==> src/logic/acrrd_pkg.sv <==
/*
 package for the alarm channel repeat relay and response delay block:
 register map, field positions, reset values and timing constants.
 assumes a 40 MHz system clock.
*/
package acrrd_pkg;
	// clock rate
	localparam int unsigned CLK_HZ        = 40000000;
	localparam int unsigned CYC_PER_MS    = CLK_HZ / 1000;
	// response times in ms
	localparam int unsigned STD_DELAY_MS  = 25;
	localparam int unsigned FIX_MIN_MS    = 1;
	localparam int unsigned FIX_MAX_MS    = 2000;
	localparam int unsigned R1_MIN_MS     = 5;
	localparam int unsigned R1_MAX_MS     = 50;
	localparam int unsigned R2_MIN_MS     = 25;
	localparam int unsigned R2_MAX_MS     = 2000;
	localparam int unsigned R3_MIN_MS     = 5;
	localparam int unsigned R3_MAX_MS     = 5000;
	// ms tick divider count
	localparam int unsigned MS_DIV        = CYC_PER_MS;
	// delay ranges
	localparam logic [1:0]  RNG_FIXED     = 2'h0;
	localparam logic [1:0]  RNG_ONE       = 2'h1;
	localparam logic [1:0]  RNG_TWO       = 2'h2;
	localparam logic [1:0]  RNG_THREE     = 2'h3;
	// register byte offsets
	localparam logic [7:0]  OFS_CTRL      = 8'h00;
	localparam logic [7:0]  OFS_DLY0      = 8'h04;
	localparam logic [7:0]  OFS_DLY1      = 8'h08;
	localparam logic [7:0]  OFS_STAT      = 8'h0c;
	localparam logic [7:0]  OFS_IRQ       = 8'h10;
	localparam logic [7:0]  OFS_MASK      = 8'h14;
	// ctrl fields, per channel base = 8*ch
	localparam int unsigned CTRL_IDLE     = 0;
	localparam int unsigned CTRL_MODE_A   = 1;
	localparam int unsigned CTRL_MODE_B   = 2;
	localparam int unsigned CTRL_RANGE    = 3;
	localparam int unsigned CTRL_RETSEL   = 5;
	localparam int unsigned CTRL_STRIDE   = 8;
	// reset values
	localparam logic [31:0] CTRL_RST      = 32'h0000_0000;
	localparam logic [15:0] DLY_RST       = 16'h0019;
	localparam logic [31:0] MASK_RST      = 32'h0000_0000;
	// status bits per channel: qualified, relay, reset_ok, stride 4
	localparam int unsigned STAT_STRIDE   = 4;
	// irq bits: alarm rise ch0/1, return ch0/1
	localparam int unsigned IRQ_W         = 4;
	// relay modes
	typedef enum logic [1:0] {
		ACRRD_IN_FOLLOW  = 2'b00,
		ACRRD_LOG_FOLLOW = 2'b01,
		ACRRD_DSP_FOLLOW = 2'b10
	} acrrd_mode_e;
endpackage : acrrd_pkg

==> src/logic/acrrd_top.sv <==
/*
 alarm channel repeat relay and response delay, two channels per card.
 assumes field contacts and remote pushbuttons arrive asynchronously, the
 alarm sequence logic and lamp drive come from same-clock logic, and an
 axi4-lite master on the same clock.
*/
// Local design decisions: the AXI4-Lite register port and the register offsets.
//Contract
//- two relays, one per channel
//- idle coil select sets non-alarm coil
//- two mode bits pick follower type
//- input follower tracks qualified input
//- logic follower waits input and sequence reset
//- display follower copies lamp drive
//- standard build delay is 25ms
//- fixed build delay 1ms to 2s
//- adjustable ranges one, two, three
//- delay applies both directions
//- reset refused until return delay elapsed
//- ranges two/three may return immediately
//- six remote pushbuttons, active high
`timescale 1ns/1ps
module acrrd_top
	import acrrd_pkg::*;
#(
	parameter int unsigned CHANNELS     = 2,
	parameter bit          FIXED_BUILD  = 1'b0,
	parameter int unsigned FIXED_MS     = STD_DELAY_MS,
	parameter int unsigned MS_CYCLES    = MS_DIV
) (
	// clock and reset
	input  wire logic                ref_clk_i,
	input  wire logic                arst_n_i,
	// field contacts, already normalised to abnormal-high
	input  wire logic [CHANNELS-1:0] field_contact_i,
	// remote pushbuttons, high when tied to supply common
	input  wire logic [5:0]          remote_pb_i,
	// alarm sequence state and lamp drive per channel
	input  wire logic [CHANNELS-1:0] seq_reset_state_i,
	input  wire logic [CHANNELS-1:0] lamp_drive_i,
	// outputs to sequence logic
	output logic [CHANNELS-1:0]      qual_alarm_o,
	output logic [CHANNELS-1:0]      reset_allow_o,
	output logic [5:0]               pb_sync_o,
	// repeat relay coils
	output logic [CHANNELS-1:0]      relay_coil_o,
	// interrupt
	output logic                     irq_o,
	// axi4-lite slave
	input  wire logic [7:0]          s_awaddr_i,
	input  wire logic                s_awvalid_i,
	output logic                     s_awready_o,
	input  wire logic [31:0]         s_wdata_i,
	input  wire logic [3:0]          s_wstrb_i,
	input  wire logic                s_wvalid_i,
	output logic                     s_wready_o,
	output logic [1:0]               s_bresp_o,
	output logic                     s_bvalid_o,
	input  wire logic                s_bready_i,
	input  wire logic [7:0]          s_araddr_i,
	input  wire logic                s_arvalid_i,
	output logic                     s_arready_o,
	output logic [31:0]              s_rdata_o,
	output logic [1:0]               s_rresp_o,
	output logic                     s_rvalid_o,
	input  wire logic                s_rready_i
);
	initial begin
		if (CHANNELS != 2) $error("two channels per card only");
		if (FIXED_MS < FIX_MIN_MS || FIXED_MS > FIX_MAX_MS) $error("fixed delay out of range");
		if (MS_CYCLES < 1) $error("ms tick must be at least one cycle");
	end

	// reset release synchroniser
	logic       rst_s1_reg, rst_n;
	always_ff @(posedge ref_clk_i or negedge arst_n_i) begin
		if (!arst_n_i) begin
			rst_s1_reg <= 1'b0;
			rst_n      <= 1'b0;
		end else begin
			rst_s1_reg <= 1'b1;
			rst_n      <= rst_s1_reg;
		end
	end

	// two-flop synchronisers for pins
	logic [CHANNELS-1:0] fc_s1_reg, fc_s2_reg;   // field contacts
	logic [5:0]          pb_s1_reg, pb_s2_reg;   // pushbuttons
	always_ff @(posedge ref_clk_i or negedge rst_n) begin
		if (!rst_n) begin
			fc_s1_reg <= '0;
			fc_s2_reg <= '0;
			pb_s1_reg <= '0;
			pb_s2_reg <= '0;
		end else begin
			fc_s1_reg <= field_contact_i;
			fc_s2_reg <= fc_s1_reg;
			pb_s1_reg <= remote_pb_i;
			pb_s2_reg <= pb_s1_reg;
		end
	end
	assign pb_sync_o = pb_s2_reg;

	// millisecond tick divider
	logic [31:0] div_reg, div_next;
	logic        ms_tick;
	always_comb begin
		ms_tick  = (div_reg == 32'(MS_CYCLES - 1));
		div_next = ms_tick ? 32'h0 : div_reg + 32'h1;
	end
	always_ff @(posedge ref_clk_i or negedge rst_n) begin
		if (!rst_n) div_reg <= '0;
		else        div_reg <= div_next;
	end

	// software registers
	logic [31:0]         ctrl_reg;
	logic [15:0]         dly_reg [CHANNELS];
	logic [IRQ_W-1:0]    irq_reg, irq_next, mask_reg;
	logic [IRQ_W-1:0]    ev;

	// clamp a requested delay into the range of the fitted option
	function automatic logic [15:0] clamp_ms(input logic [1:0] rng, input logic [15:0] v);
		logic [15:0] lo, hi;
		lo = 16'(FIXED_MS);
		hi = 16'(FIXED_MS);
		unique case (rng)
			RNG_FIXED: begin lo = 16'(FIXED_MS);  hi = 16'(FIXED_MS);  end
			RNG_ONE:   begin lo = 16'(R1_MIN_MS); hi = 16'(R1_MAX_MS); end
			RNG_TWO:   begin lo = 16'(R2_MIN_MS); hi = 16'(R2_MAX_MS); end
			RNG_THREE: begin lo = 16'(R3_MIN_MS); hi = 16'(R3_MAX_MS); end
		endcase
		return (v < lo) ? lo : ((v > hi) ? hi : v);
	endfunction : clamp_ms

	// per channel qualification and relay
	logic [CHANNELS-1:0] qual_reg, ret_ok_reg, relay_act;
	logic [CHANNELS-1:0] seq_done_reg;
	genvar g;
	generate
		for (g = 0; g < CHANNELS; g++) begin : g_ch
			logic [15:0] cnt_reg, cnt_next, lim;
			logic        q_next, rok_next, sd_next;
			logic [1:0]  rng;
			logic        retsel, ma, mb, idle_sel;
			always_comb begin
				rng      = FIXED_BUILD ? RNG_FIXED : ctrl_reg[g*CTRL_STRIDE+CTRL_RANGE +: 2];
				retsel   = ctrl_reg[g*CTRL_STRIDE+CTRL_RETSEL];
				ma       = ctrl_reg[g*CTRL_STRIDE+CTRL_MODE_A];
				mb       = ctrl_reg[g*CTRL_STRIDE+CTRL_MODE_B];
				idle_sel = ctrl_reg[g*CTRL_STRIDE+CTRL_IDLE];
				lim      = clamp_ms(rng, dly_reg[g]);
				q_next   = qual_reg[g];
				cnt_next = cnt_reg;
				rok_next = ret_ok_reg[g];
				if (fc_s2_reg[g] == qual_reg[g]) begin
					cnt_next = '0;      // no pending change
				end else if (!fc_s2_reg[g] && retsel
						&& (rng == RNG_TWO || rng == RNG_THREE)) begin
					q_next   = 1'b0;    // immediate return
					cnt_next = '0;
				end else if (ms_tick) begin
					if (cnt_reg + 16'h1 >= lim) begin
						q_next   = fc_s2_reg[g]; // persisted full delay
						cnt_next = '0;
					end else begin
						cnt_next = cnt_reg + 16'h1;
					end
				end
				rok_next = !q_next;     // reset only after qualified return
				// logic follower latch: held until sequence reset and input normal
				sd_next  = q_next ? 1'b0
					: (seq_reset_state_i[g] ? 1'b1 : seq_done_reg[g]);
				unique case ({ma, mb})
					2'b10:   relay_act[g] = !seq_done_reg[g] || qual_reg[g];
					2'b11:   relay_act[g] = lamp_drive_i[g];
					default: relay_act[g] = qual_reg[g];
				endcase
			end
			always_ff @(posedge ref_clk_i or negedge rst_n) begin
				if (!rst_n) begin
					cnt_reg         <= '0;
					qual_reg[g]     <= 1'b0;
					ret_ok_reg[g]   <= 1'b1;
					seq_done_reg[g] <= 1'b1;
				end else begin
					cnt_reg         <= cnt_next;
					qual_reg[g]     <= q_next;
					ret_ok_reg[g]   <= rok_next;
					seq_done_reg[g] <= sd_next;
				end
			end
			// coil energised when idle unless idle select set
			always_ff @(posedge ref_clk_i or negedge rst_n) begin
				if (!rst_n) relay_coil_o[g] <= 1'b0;
				else        relay_coil_o[g] <= relay_act[g] ? idle_sel : !idle_sel;
			end
		end
	endgenerate
	assign qual_alarm_o  = qual_reg;
	assign reset_allow_o = ret_ok_reg;

	// events: alarm rise and qualified return per channel
	logic [CHANNELS-1:0] qual_d_reg;
	always_ff @(posedge ref_clk_i or negedge rst_n) begin
		if (!rst_n) qual_d_reg <= '0;
		else        qual_d_reg <= qual_reg;
	end
	assign ev = {qual_d_reg & ~qual_reg, qual_reg & ~qual_d_reg};

	// axi4-lite: write when both address and data present
	logic        bvalid_reg, rvalid_reg;
	logic [31:0] rdata_reg;
	logic [1:0]  bresp_reg, rresp_reg;
	logic        wr_go, rd_go, rd_irq;
	assign wr_go       = s_awvalid_i && s_wvalid_i && !bvalid_reg;
	assign s_awready_o = wr_go;
	assign s_wready_o  = wr_go;
	assign rd_go       = s_arvalid_i && !rvalid_reg;
	assign s_arready_o = rd_go;
	assign rd_irq      = rd_go && (s_araddr_i == OFS_IRQ);

	// sticky status, set wins over read clear
	always_comb irq_next = (rd_irq ? '0 : irq_reg) | ev;
	always_ff @(posedge ref_clk_i or negedge rst_n) begin
		if (!rst_n) irq_reg <= '0;
		else        irq_reg <= irq_next;
	end
	assign irq_o = |(irq_reg & mask_reg);

	// byte-lane merge
	function automatic logic [31:0] merge(input logic [31:0] o, input logic [31:0] d,
			input logic [3:0] s);
		logic [31:0] r;
		r = o;
		for (int i = 0; i < 4; i++) if (s[i]) r[8*i +: 8] = d[8*i +: 8];
		return r;
	endfunction : merge

	// write side registers
	always_ff @(posedge ref_clk_i or negedge rst_n) begin
		if (!rst_n) begin
			ctrl_reg   <= CTRL_RST;
			dly_reg[0] <= DLY_RST;
			dly_reg[1] <= DLY_RST;
			mask_reg   <= MASK_RST[IRQ_W-1:0];
			bvalid_reg <= 1'b0;
			bresp_reg  <= 2'h0;
		end else begin
			if (wr_go) begin
				bvalid_reg <= 1'b1;
				bresp_reg  <= 2'h0;
				unique case (s_awaddr_i)
					OFS_CTRL: ctrl_reg   <= merge(ctrl_reg, s_wdata_i, s_wstrb_i);
					OFS_DLY0: dly_reg[0] <= 16'(merge({16'h0, dly_reg[0]},
						s_wdata_i, s_wstrb_i));
					OFS_DLY1: dly_reg[1] <= 16'(merge({16'h0, dly_reg[1]},
						s_wdata_i, s_wstrb_i));
					OFS_MASK: mask_reg   <= IRQ_W'(merge({28'h0, mask_reg},
						s_wdata_i, s_wstrb_i));
					OFS_STAT, OFS_IRQ: bresp_reg <= 2'h0;
					default:  bresp_reg  <= 2'h2;
				endcase
			end else if (s_bready_i) begin
				bvalid_reg <= 1'b0;
			end
		end
	end

	// read side
	always_ff @(posedge ref_clk_i or negedge rst_n) begin
		if (!rst_n) begin
			rvalid_reg <= 1'b0;
			rdata_reg  <= '0;
			rresp_reg  <= 2'h0;
		end else begin
			if (rd_go) begin
				rvalid_reg <= 1'b1;
				rresp_reg  <= 2'h0;
				unique case (s_araddr_i)
					OFS_CTRL: rdata_reg <= ctrl_reg;
					OFS_DLY0: rdata_reg <= {16'h0, dly_reg[0]};
					OFS_DLY1: rdata_reg <= {16'h0, dly_reg[1]};
					OFS_STAT: rdata_reg <= {18'h0, pb_s2_reg,
						1'b0, ret_ok_reg[1], relay_coil_o[1], qual_reg[1],
						1'b0, ret_ok_reg[0], relay_coil_o[0], qual_reg[0]};
					OFS_IRQ:  rdata_reg <= {28'h0, irq_reg};
					OFS_MASK: rdata_reg <= {28'h0, mask_reg};
					default: begin
						rdata_reg <= '0;
						rresp_reg <= 2'h2;
					end
				endcase
			end else if (s_rready_i) begin
				rvalid_reg <= 1'b0;
			end
		end
	end
	assign s_bvalid_o = bvalid_reg;
	assign s_bresp_o  = bresp_reg;
	assign s_rvalid_o = rvalid_reg;
	assign s_rdata_o  = rdata_reg;
	assign s_rresp_o  = rresp_reg;

	// checks
	qual_hold_a: assert property (@(posedge ref_clk_i) disable iff (!rst_n)
		$rose(qual_reg[0]) |-> $past(fc_s2_reg[0])) else $error("alarm without input");
	reset_gate_a: assert property (@(posedge ref_clk_i) disable iff (!rst_n)
		reset_allow_o[0] |-> !qual_reg[0]) else $error("reset allowed in alarm");
	// coil was registered with the idle select of the previous cycle
	input_follow_a: assert property (@(posedge ref_clk_i) disable iff (!rst_n)
		(ctrl_reg[2:1] == 2'b00 && $stable(ctrl_reg)) |=>
		relay_coil_o[0] == ($past(qual_reg[0]) ^ !$past(ctrl_reg[0])))
		else $error("input follow");
	// logic follower keeps the relay active past the drop of qual until reset seen
	logic_hold_a: assert property (@(posedge ref_clk_i) disable iff (!rst_n)
		(ctrl_reg[2:1] == 2'b01 && $stable(ctrl_reg) && $past(qual_reg[0])
		&& !$past(seq_reset_state_i[0])) |=> relay_coil_o[0] == $past(ctrl_reg[0]))
		else $error("logic follow released early");
	display_follow_a: assert property (@(posedge ref_clk_i) disable iff (!rst_n)
		(ctrl_reg[2:1] == 2'b11 && $stable(ctrl_reg)) |=>
		relay_coil_o[0] == ($past(lamp_drive_i[0]) ^ !$past(ctrl_reg[0])))
		else $error("display follow");
	// pushbuttons come out two clocks after the pin
	pb_sync_a: assert property (@(posedge ref_clk_i) disable iff (!rst_n)
		pb_sync_o == $past(remote_pb_i, 2)) else $error("pushbutton sync");
	// an alarm event always lands in the sticky bit, even against a clearing read
	irq_level_a: assert property (@(posedge ref_clk_i) disable iff (!rst_n)
		ev[0] |=> irq_reg[0]) else $error("irq event lost");
	alarm_cov_c: cover property (@(posedge ref_clk_i) disable iff (!rst_n) $rose(qual_reg[0]));
	return_cov_c: cover property (@(posedge ref_clk_i) disable iff (!rst_n) $fell(qual_reg[1]));
	irq_cov_c: cover property (@(posedge ref_clk_i) disable iff (!rst_n) $rose(irq_o));
endmodule : acrrd_top

==> config.mk <==
export PLATFORM = sky130hd
export DESIGN_NAME = acrrd_top
export DESIGN_NICKNAME = d
export VERILOG_FILES = /design/src/logic/acrrd_pkg.sv /design/src/logic/acrrd_top.sv
export SDC_FILE = /design/constraint.sdc
export NUM_CORES = 1
export LEC_CHECK = 0
export ABC_AREA = 1
export BUFFER_PORTS_ARGS = -buffer_cell sky130_fd_sc_hd__buf_2
export CAP_MARGIN = 30
export CORE_ASPECT_RATIO = 0.75
export CORE_MARGIN = 2
export CORE_UTILIZATION = 40
export DETAILED_ROUTE_END_ITERATION = 7
export GPL_ROUTABILITY_DRIVEN = 0
export SLEW_MARGIN = 20
export SYNTH_ARGS = -nofsm -noshare
export SYNTH_HDL_FRONTEND = slang
export SYNTH_SLANG_ARGS = --single-unit
==> constraint.sdc <==
create_clock -name ref_clk_i -period 7.18 [get_ports ref_clk_i]
set_input_delay 1.436 -clock ref_clk_i [delete_from_list [all_inputs] [get_ports ref_clk_i]]
set_output_delay 1.436 -clock ref_clk_i [all_outputs]
set_load 0.1 [all_outputs]
# Word-level counts from Yosys, hierarchy flattened
# Cells that the tools add are included.
dict set report totals {
  regBits 202
  latchBits 0
  mem_bits_rw 0
  rom_bits 0
  inputBits 71
  out_inout_bits 54
  mem_count 0
}
dict set report classes {
  addsub 3
  multipliers 0
  div_mod_pow 0
  order_cmp 6
  eq_ne 23
  shifts 0
  n_mux 41
  bitwise 6
  n_reduce_logical 48
}
# operator count
set op_table {}
lappend op_table {{16-bit 2-to-1 mux} 12}
lappend op_table {{32-bit case mux with 6 select lines} 1}
lappend op_table {{16-bit case mux with 4 select lines} 2}
lappend op_table {{16-bit case mux with 2 select lines} 2}
lappend op_table {{16-bit by 1-bit adder with 16-bit output (second input constant)} 2}
lappend op_table {{32-bit by 1-bit adder with 32-bit output (second input constant)} 1}
lappend op_table {{32-bit by 16-bit == test with 1-bit output (second input constant)} 1}
lappend op_table {{8-bit by 4-bit == test with 1-bit output (second input constant)} 4}
lappend op_table {{8-bit by 5-bit == test with 1-bit output (second input constant)} 4}
lappend op_table {{16-bit >= comparator} 2}
lappend op_table {{16-bit greater-than comparator} 2}
lappend op_table {{16-bit < comparator} 2}
lappend op_table {{32-bit 2-to-1 mux} 1}
lappend op_table {{3-bit AND reduction} 9}
lappend op_table {{1-bit 2-to-1 mux} 18}
lappend op_table {{2-bit == test (second input constant)} 8}
lappend op_table {{8-bit by 3-bit == test with 1-bit output (second input constant)} 2}
lappend op_table {{8-bit zero test} 2}
lappend op_table {{6-bit OR reduction} 2}
lappend op_table {{1-bit zero test} 10}
lappend op_table {{1-bit logical AND} 8}
lappend op_table {{2-bit nonzero test} 4}
lappend op_table {{2-bit OR reduction} 4}
lappend op_table {{3-bit nonzero test} 2}
lappend op_table {{12 further kinds} 22}

# Longest topological paths before layout
dict set report logic_depth {
  word_depth 11
  depth_mapped 29
  depth_no_buf 29
}

# Worst setup path after synthesis
# OpenSTA, ideal clock, no wires.
dict set report synth_timing {
  kind {input port to output port}
  startpoint {input port s_awvalid_i}
  endpoint {output port s_wready_o}
  arrival_ns 2.656
  required_ns 5.744
  setup_slack_ns 3.088
  stages 3
  path_cell_list {nand3_1 -> inv_1 -> buf_4}
}
dict set report synth_via {
  elab_chain_cells 2
}
# item line_no
set synth_lines {}
lappend synth_lines {{start: declaration} acrrd_top.sv:51} ;# input wire logic s_awvalid_i,
lappend synth_lines {{1-bit logical AND (2 in series)} acrrd_top.sv:216} ;# assign wr_go = s_awvalid_i && s_wvalid_i && !bvalid_reg;
lappend synth_lines {{end: declaration} acrrd_top.sv:56} ;# output logic s_wready_o,
# No other way between the ends.

# Worst setup path in the final report
dict set report layout_timing {
  startpoint {register ctrl_reg[12]}
  endpoint {register g_ch[1].cnt_reg[6]}
}
dict set report layout_via {
  elab_chain_cells 10
  word_cells_on_any_way 20
}
# item line_no
set layout_lines {}
lappend layout_lines {{start: declaration} acrrd_top.sv:117} ;# logic [31:0] ctrl_reg;
lappend layout_lines {{start signal: assignment} acrrd_top.sv:254} ;# OFS_CTRL: ctrl_reg <= merge(ctrl_reg, s_wdata_i, s_wstrb_i);
lappend layout_lines {{2-bit == test (tied with other cells)} {acrrd_top.sv:127, acrrd_top.sv:159}}
lappend layout_lines {{16-bit case mux with 4 select lines or 2-bit OR reduction (tied branches)} -}
lappend layout_lines {{16-bit greater-than comparator or 16-bit case mux with 2 select lines (tied branches)} {acrrd_top.sv:133, acrrd_top.sv:127}}
lappend layout_lines {{16-bit 2-to-1 mux or 16-bit < comparator (tied branches)} acrrd_top.sv:133} ;# return (v < lo) ? lo : ((v > hi) ? hi : v);
lappend layout_lines {{16-bit 2-to-1 mux} acrrd_top.sv:133}
lappend layout_lines {{16-bit >= comparator} acrrd_top.sv:163} ;# if (cnt_reg + 16'h1 >= lim) begin
lappend layout_lines {{16-bit 2-to-1 mux} acrrd_top.sv:163}
lappend layout_lines {{16-bit 2-to-1 mux} acrrd_top.sv:162} ;# end else if (ms_tick) begin
lappend layout_lines {{16-bit 2-to-1 mux} acrrd_top.sv:158} ;# end else if (!fc_s2_reg[g] && retsel
lappend layout_lines {{16-bit 2-to-1 mux} acrrd_top.sv:156} ;# if (fc_s2_reg[g] == qual_reg[g]) begin
lappend layout_lines {{end signal: assignment} acrrd_top.sv:187} ;# cnt_reg <= cnt_next;
lappend layout_lines {{end: declaration} acrrd_top.sv:142} ;# logic [15:0] cnt_reg, cnt_next, lim;
# Several ways; a longest one is shown, not always the timed one. The select of a mux whose other input is x is not followed.
# A chain may end at the register's enable or synchronous reset.

==> metrics.log <==
INFO  metric worst_path_max_fanout = 14
INFO  metric number_of_antenna_violations_at_the_first_check_in_global_routing = 1
INFO  metric grt_first_pass_wirelength = 49.8 mm
INFO  metric cts.repair.resized = 0
INFO  metric synth_edf_count = 0
INFO  metric post-route-min-period = between 4 and 5 ns
INFO  metric irDropWorstVdd = 0.173 mV
INFO  metric worst_setup_path_end_kind = flip-flop
INFO  metric post-route-period-util = 0.592
INFO  metric holdWs = 0.355 ns
INFO  metric fmax = between 0.2 and 0.25 GHz
INFO  metric max_slew.worst_pin.slew = about 0.82 ns
INFO  metric routed_wire_length_per_instance = approximately 16 um
INFO  metric post-cts-setup-buffers = 0
INFO  metric numClockSinks = 200
INFO  metric layoutNonFillerInstCount = ~2000
INFO  metric grt_pass1_vias = a little over 9000
INFO  metric rsz0062_at_grt = no
INFO  metric finalInstanceArea = 13000 um^2
INFO  metric post_drt_via_cell_ratio = around 5.0
INFO  metric startpoint_type = flip-flop
INFO  metric async_reset_ff_frac = 1.00
INFO  metric pin_count = 125
INFO  metric globalRoute.totalOverflow = 0
INFO  metric grt_max_degree = between 100 and 150
INFO  metric portBuffers = ~120
INFO  metric core_region = between 20000 and 30000 um^2
INFO  metric critical_path.slowest_cell = nand4_1
INFO  metric path_common_cell = nand2_1
INFO  metric dieHeight = 150 um
INFO  metric fp-row-count = between 50 and 60
INFO  metric drt_wl_total = a little over 30 mm
INFO  metric final_nets = around 1700
INFO  metric setup_cp_type = flip-flop to flip-flop
INFO  metric hpwlAfterDp = between 20 and 25 mm
INFO  metric cp.arrival = around 4.6 ns
INFO  metric worst_clock_skew = about 0.019 ns
INFO  metric ys_dominant_reg_cell = dfrtp_1
INFO  metric ys_seq_elements = 200
INFO  metric outcome = finished, final reports clean
INFO  metric first_pass_iteration_count_of_the_detailed_router = 5
INFO  metric fp.dieArea = about 30000 um^2
INFO  metric dpl-instance-area = roughly 12000 um^2
INFO  metric finalHoldViolCount = 0
INFO  metric detail-route-antenna-nets = 0
INFO  metric clock-root-buffer = clkbuf_16
INFO  metric clk_latency = around 0.45 ns
INFO  metric synth_warn = 0
INFO  metric h-tree-depth = 4
INFO  metric drive_gt1_frac = 0.127
INFO  metric setup_violating_endpoint_count_in_the_final_report = 0
INFO  metric crit_family = simple AND/OR/NAND/NOR gates
INFO  metric max_slew_violation_count = 0
INFO  metric layout-area-overhead-vs-synth = 14.0%
INFO  metric floorplan.die.width = 199 um
INFO  metric initial_core_util = 0.407
INFO  metric p_per_area = about 180 nW/um^2
INFO  metric yosysSeqAreaShare = 0.441
INFO  metric synth_cell_type_count = 48
INFO  metric worst_hold_path_type = flip-flop to flip-flop
INFO  metric postSynthCellCount = ~1400
INFO  metric clock_tree.buffer_depth = 2
INFO  metric syn-mean-instance-area = between 7 and 8 um^2
INFO  metric tns = 0 ns
INFO  metric power_leakage = between 6 and 7 nW
INFO  metric num_antenna_cells = 0
INFO  metric fin_util = 0.464
INFO  metric slew-limit-headroom = 0.450
INFO  metric maxCapViolations = 0
INFO  metric drt_first_iter_violations = roughly 860
INFO  metric hold_buf_count_cts = 0
INFO  metric final_critical_path_setup_slack = a little under 3 ns
INFO  metric synth.cell_area = between 10000 and 15000 um^2
INFO  metric detailroute.via_count = 9800
INFO  metric crit_path_cell_trace = inv_1 > ha_1 > nor2_1 > inv_1 > ha_1 > a21oi_1 > o21ai_0 > nand4_1 > nand4_1 > nor2_1 > nor2_1 > ha_1 > nand2_1 > inv_1 > nand2_1 > nand2_1 > nand2_1 > nand2_1 > nand2_1 > nand4_1 > inv_1 > nand2_1 > o21ai_0
INFO  metric clk_pin_slew_worst_paths = 0.08 ns
INFO  metric cts_buffers = 17
INFO  metric numPlacedInstances = ~1900
INFO  metric critPathMaxStageDelay = roughly 0.48 ns
INFO  metric power = 2.37 mW
INFO  metric tritoncts_clock_tree = built
INFO  metric critPathRequiredTime = 7.56 ns
INFO  metric route.detailed.drc = 0
INFO  metric critPathBufInv = 4
INFO  metric grt_use_total = 0.215
INFO  metric dp_slack = approximately 3.0 ns
-- path summary, 6_finish.rpt --
path | slack [ns] | to | cells after the start | from
max | 2.93 | g_ch[1].cnt_reg[6]$_DFFE_PN0P_ | 23 | ctrl_reg[12]$_DFFE_PN0P_
min in group asynchronous | 0.42 | pb_s1_reg[2]$_DFF_PN0_ | 0 | rst_n$_DFF_PN0_
max in group asynchronous | 5.50 | g_ch[0].cnt_reg[15]$_DFFE_PN0P_ | 1 | rst_n$_DFF_PN0_
max reg2reg | 2.93 | g_ch[1].cnt_reg[6]$_DFFE_PN0P_ | 23 | ctrl_reg[12]$_DFFE_PN0P_
min | 0.35 | pb_sync_o[4]$_DFF_PN0_ | 0 | pb_s1_reg[4]$_DFF_PN0_
min reg2reg | 0.35 | pb_sync_o[4]$_DFF_PN0_ | 0 | pb_s1_reg[4]$_DFF_PN0_
-- cells in the final DEF, fill, tap and decap left out, drive strengths merged, types with 2 or more instances in the layout --
cell | Yosys | final
a211oi | 4 | 4
a21oi | 42 | 42
a22o | 2 | 2
buf | 13 | 126
clkbuf | 16 | 20
clkinv | 3 | 8
conb | 2 | 9
dfrtp | 190 | 190
dfstp | 10 | 10
ha | 73 | 73
inv | 214 | 220
nand2 | 392 | 392
nand3 | 76 | 76
nand3b | 6 | 6
nand4 | 23 | 23
nor2 | 117 | 117
nor3 | 32 | 32
nor4 | 12 | 12
o2111ai | 2 | 2
o211ai | 2 | 2
o21a | 4 | 4
o21ai | 132 | 132
o22ai | 22 | 22
o32ai | 2 | 2
xnor2 | 5 | 5
xor2 | 40 | 40
-- layer usage --
metal | global-route usage | vias up | share of wire
met4 | 0.0489 | 2 | 0.012
li1 | - | 4885 | -
met2 | 0.301 | 293 | 0.41
met3 | 0.0417 | 24 | 0.064
met5 | 0 | - | 0.00036
met1 | 0.339 | 4596 | 0.52
-- Yosys cell counts, drive strengths merged, types with 13 or more instances --
cell type,count,area [um^2]
inv,214,803
xor2,40,350
clkbuf,16,60.1
nand2,392,1490
ha,73,913
a21oi,42,210
o22ai,22,194
nand3,76,398
dfrtp,190,4750
buf,13,85.1
nor2,117,465
nand4,23,159
nor3,32,183
o21ai,132,661
-- logic make-up (layout without fill, tap and decap cells) --
family	after synthesis	in the layout	synth area share
buf+inv	246	375	0.0844
fa+ha+maj	73	73	0.0802
mux	1	1	0.00198
simple gates	660	660	0.250
flops	200	200	0.441
other cells	2	9	0.000660
xor+xnor	45	45	0.0346
compound gates	216	216	0.107
-- power by group --
group / switching, mW / total [mW] / internal, mW
clock network: 0.474 / 0.968 / 0.494
logic: 0.186 / 0.240 / 0.0534
registers: 0.0186 / 1.16 / 1.14
-- cell type report --
| cell class | instances | area [um^2] |
|---|---|---|
| fill | 2842 | 15000 |
| multi-input combinational | 1004 | 5430 |
| sequential | 200 | 5020 |
| inverter | 217 | 816 |
| timing repair buffer | 126 | 653 |
| tap | 385 | 482 |
| clock buffer | 20 | 437 |
| clock inverter | 12 | 136 |
Power figures use the tool's default switching activity.
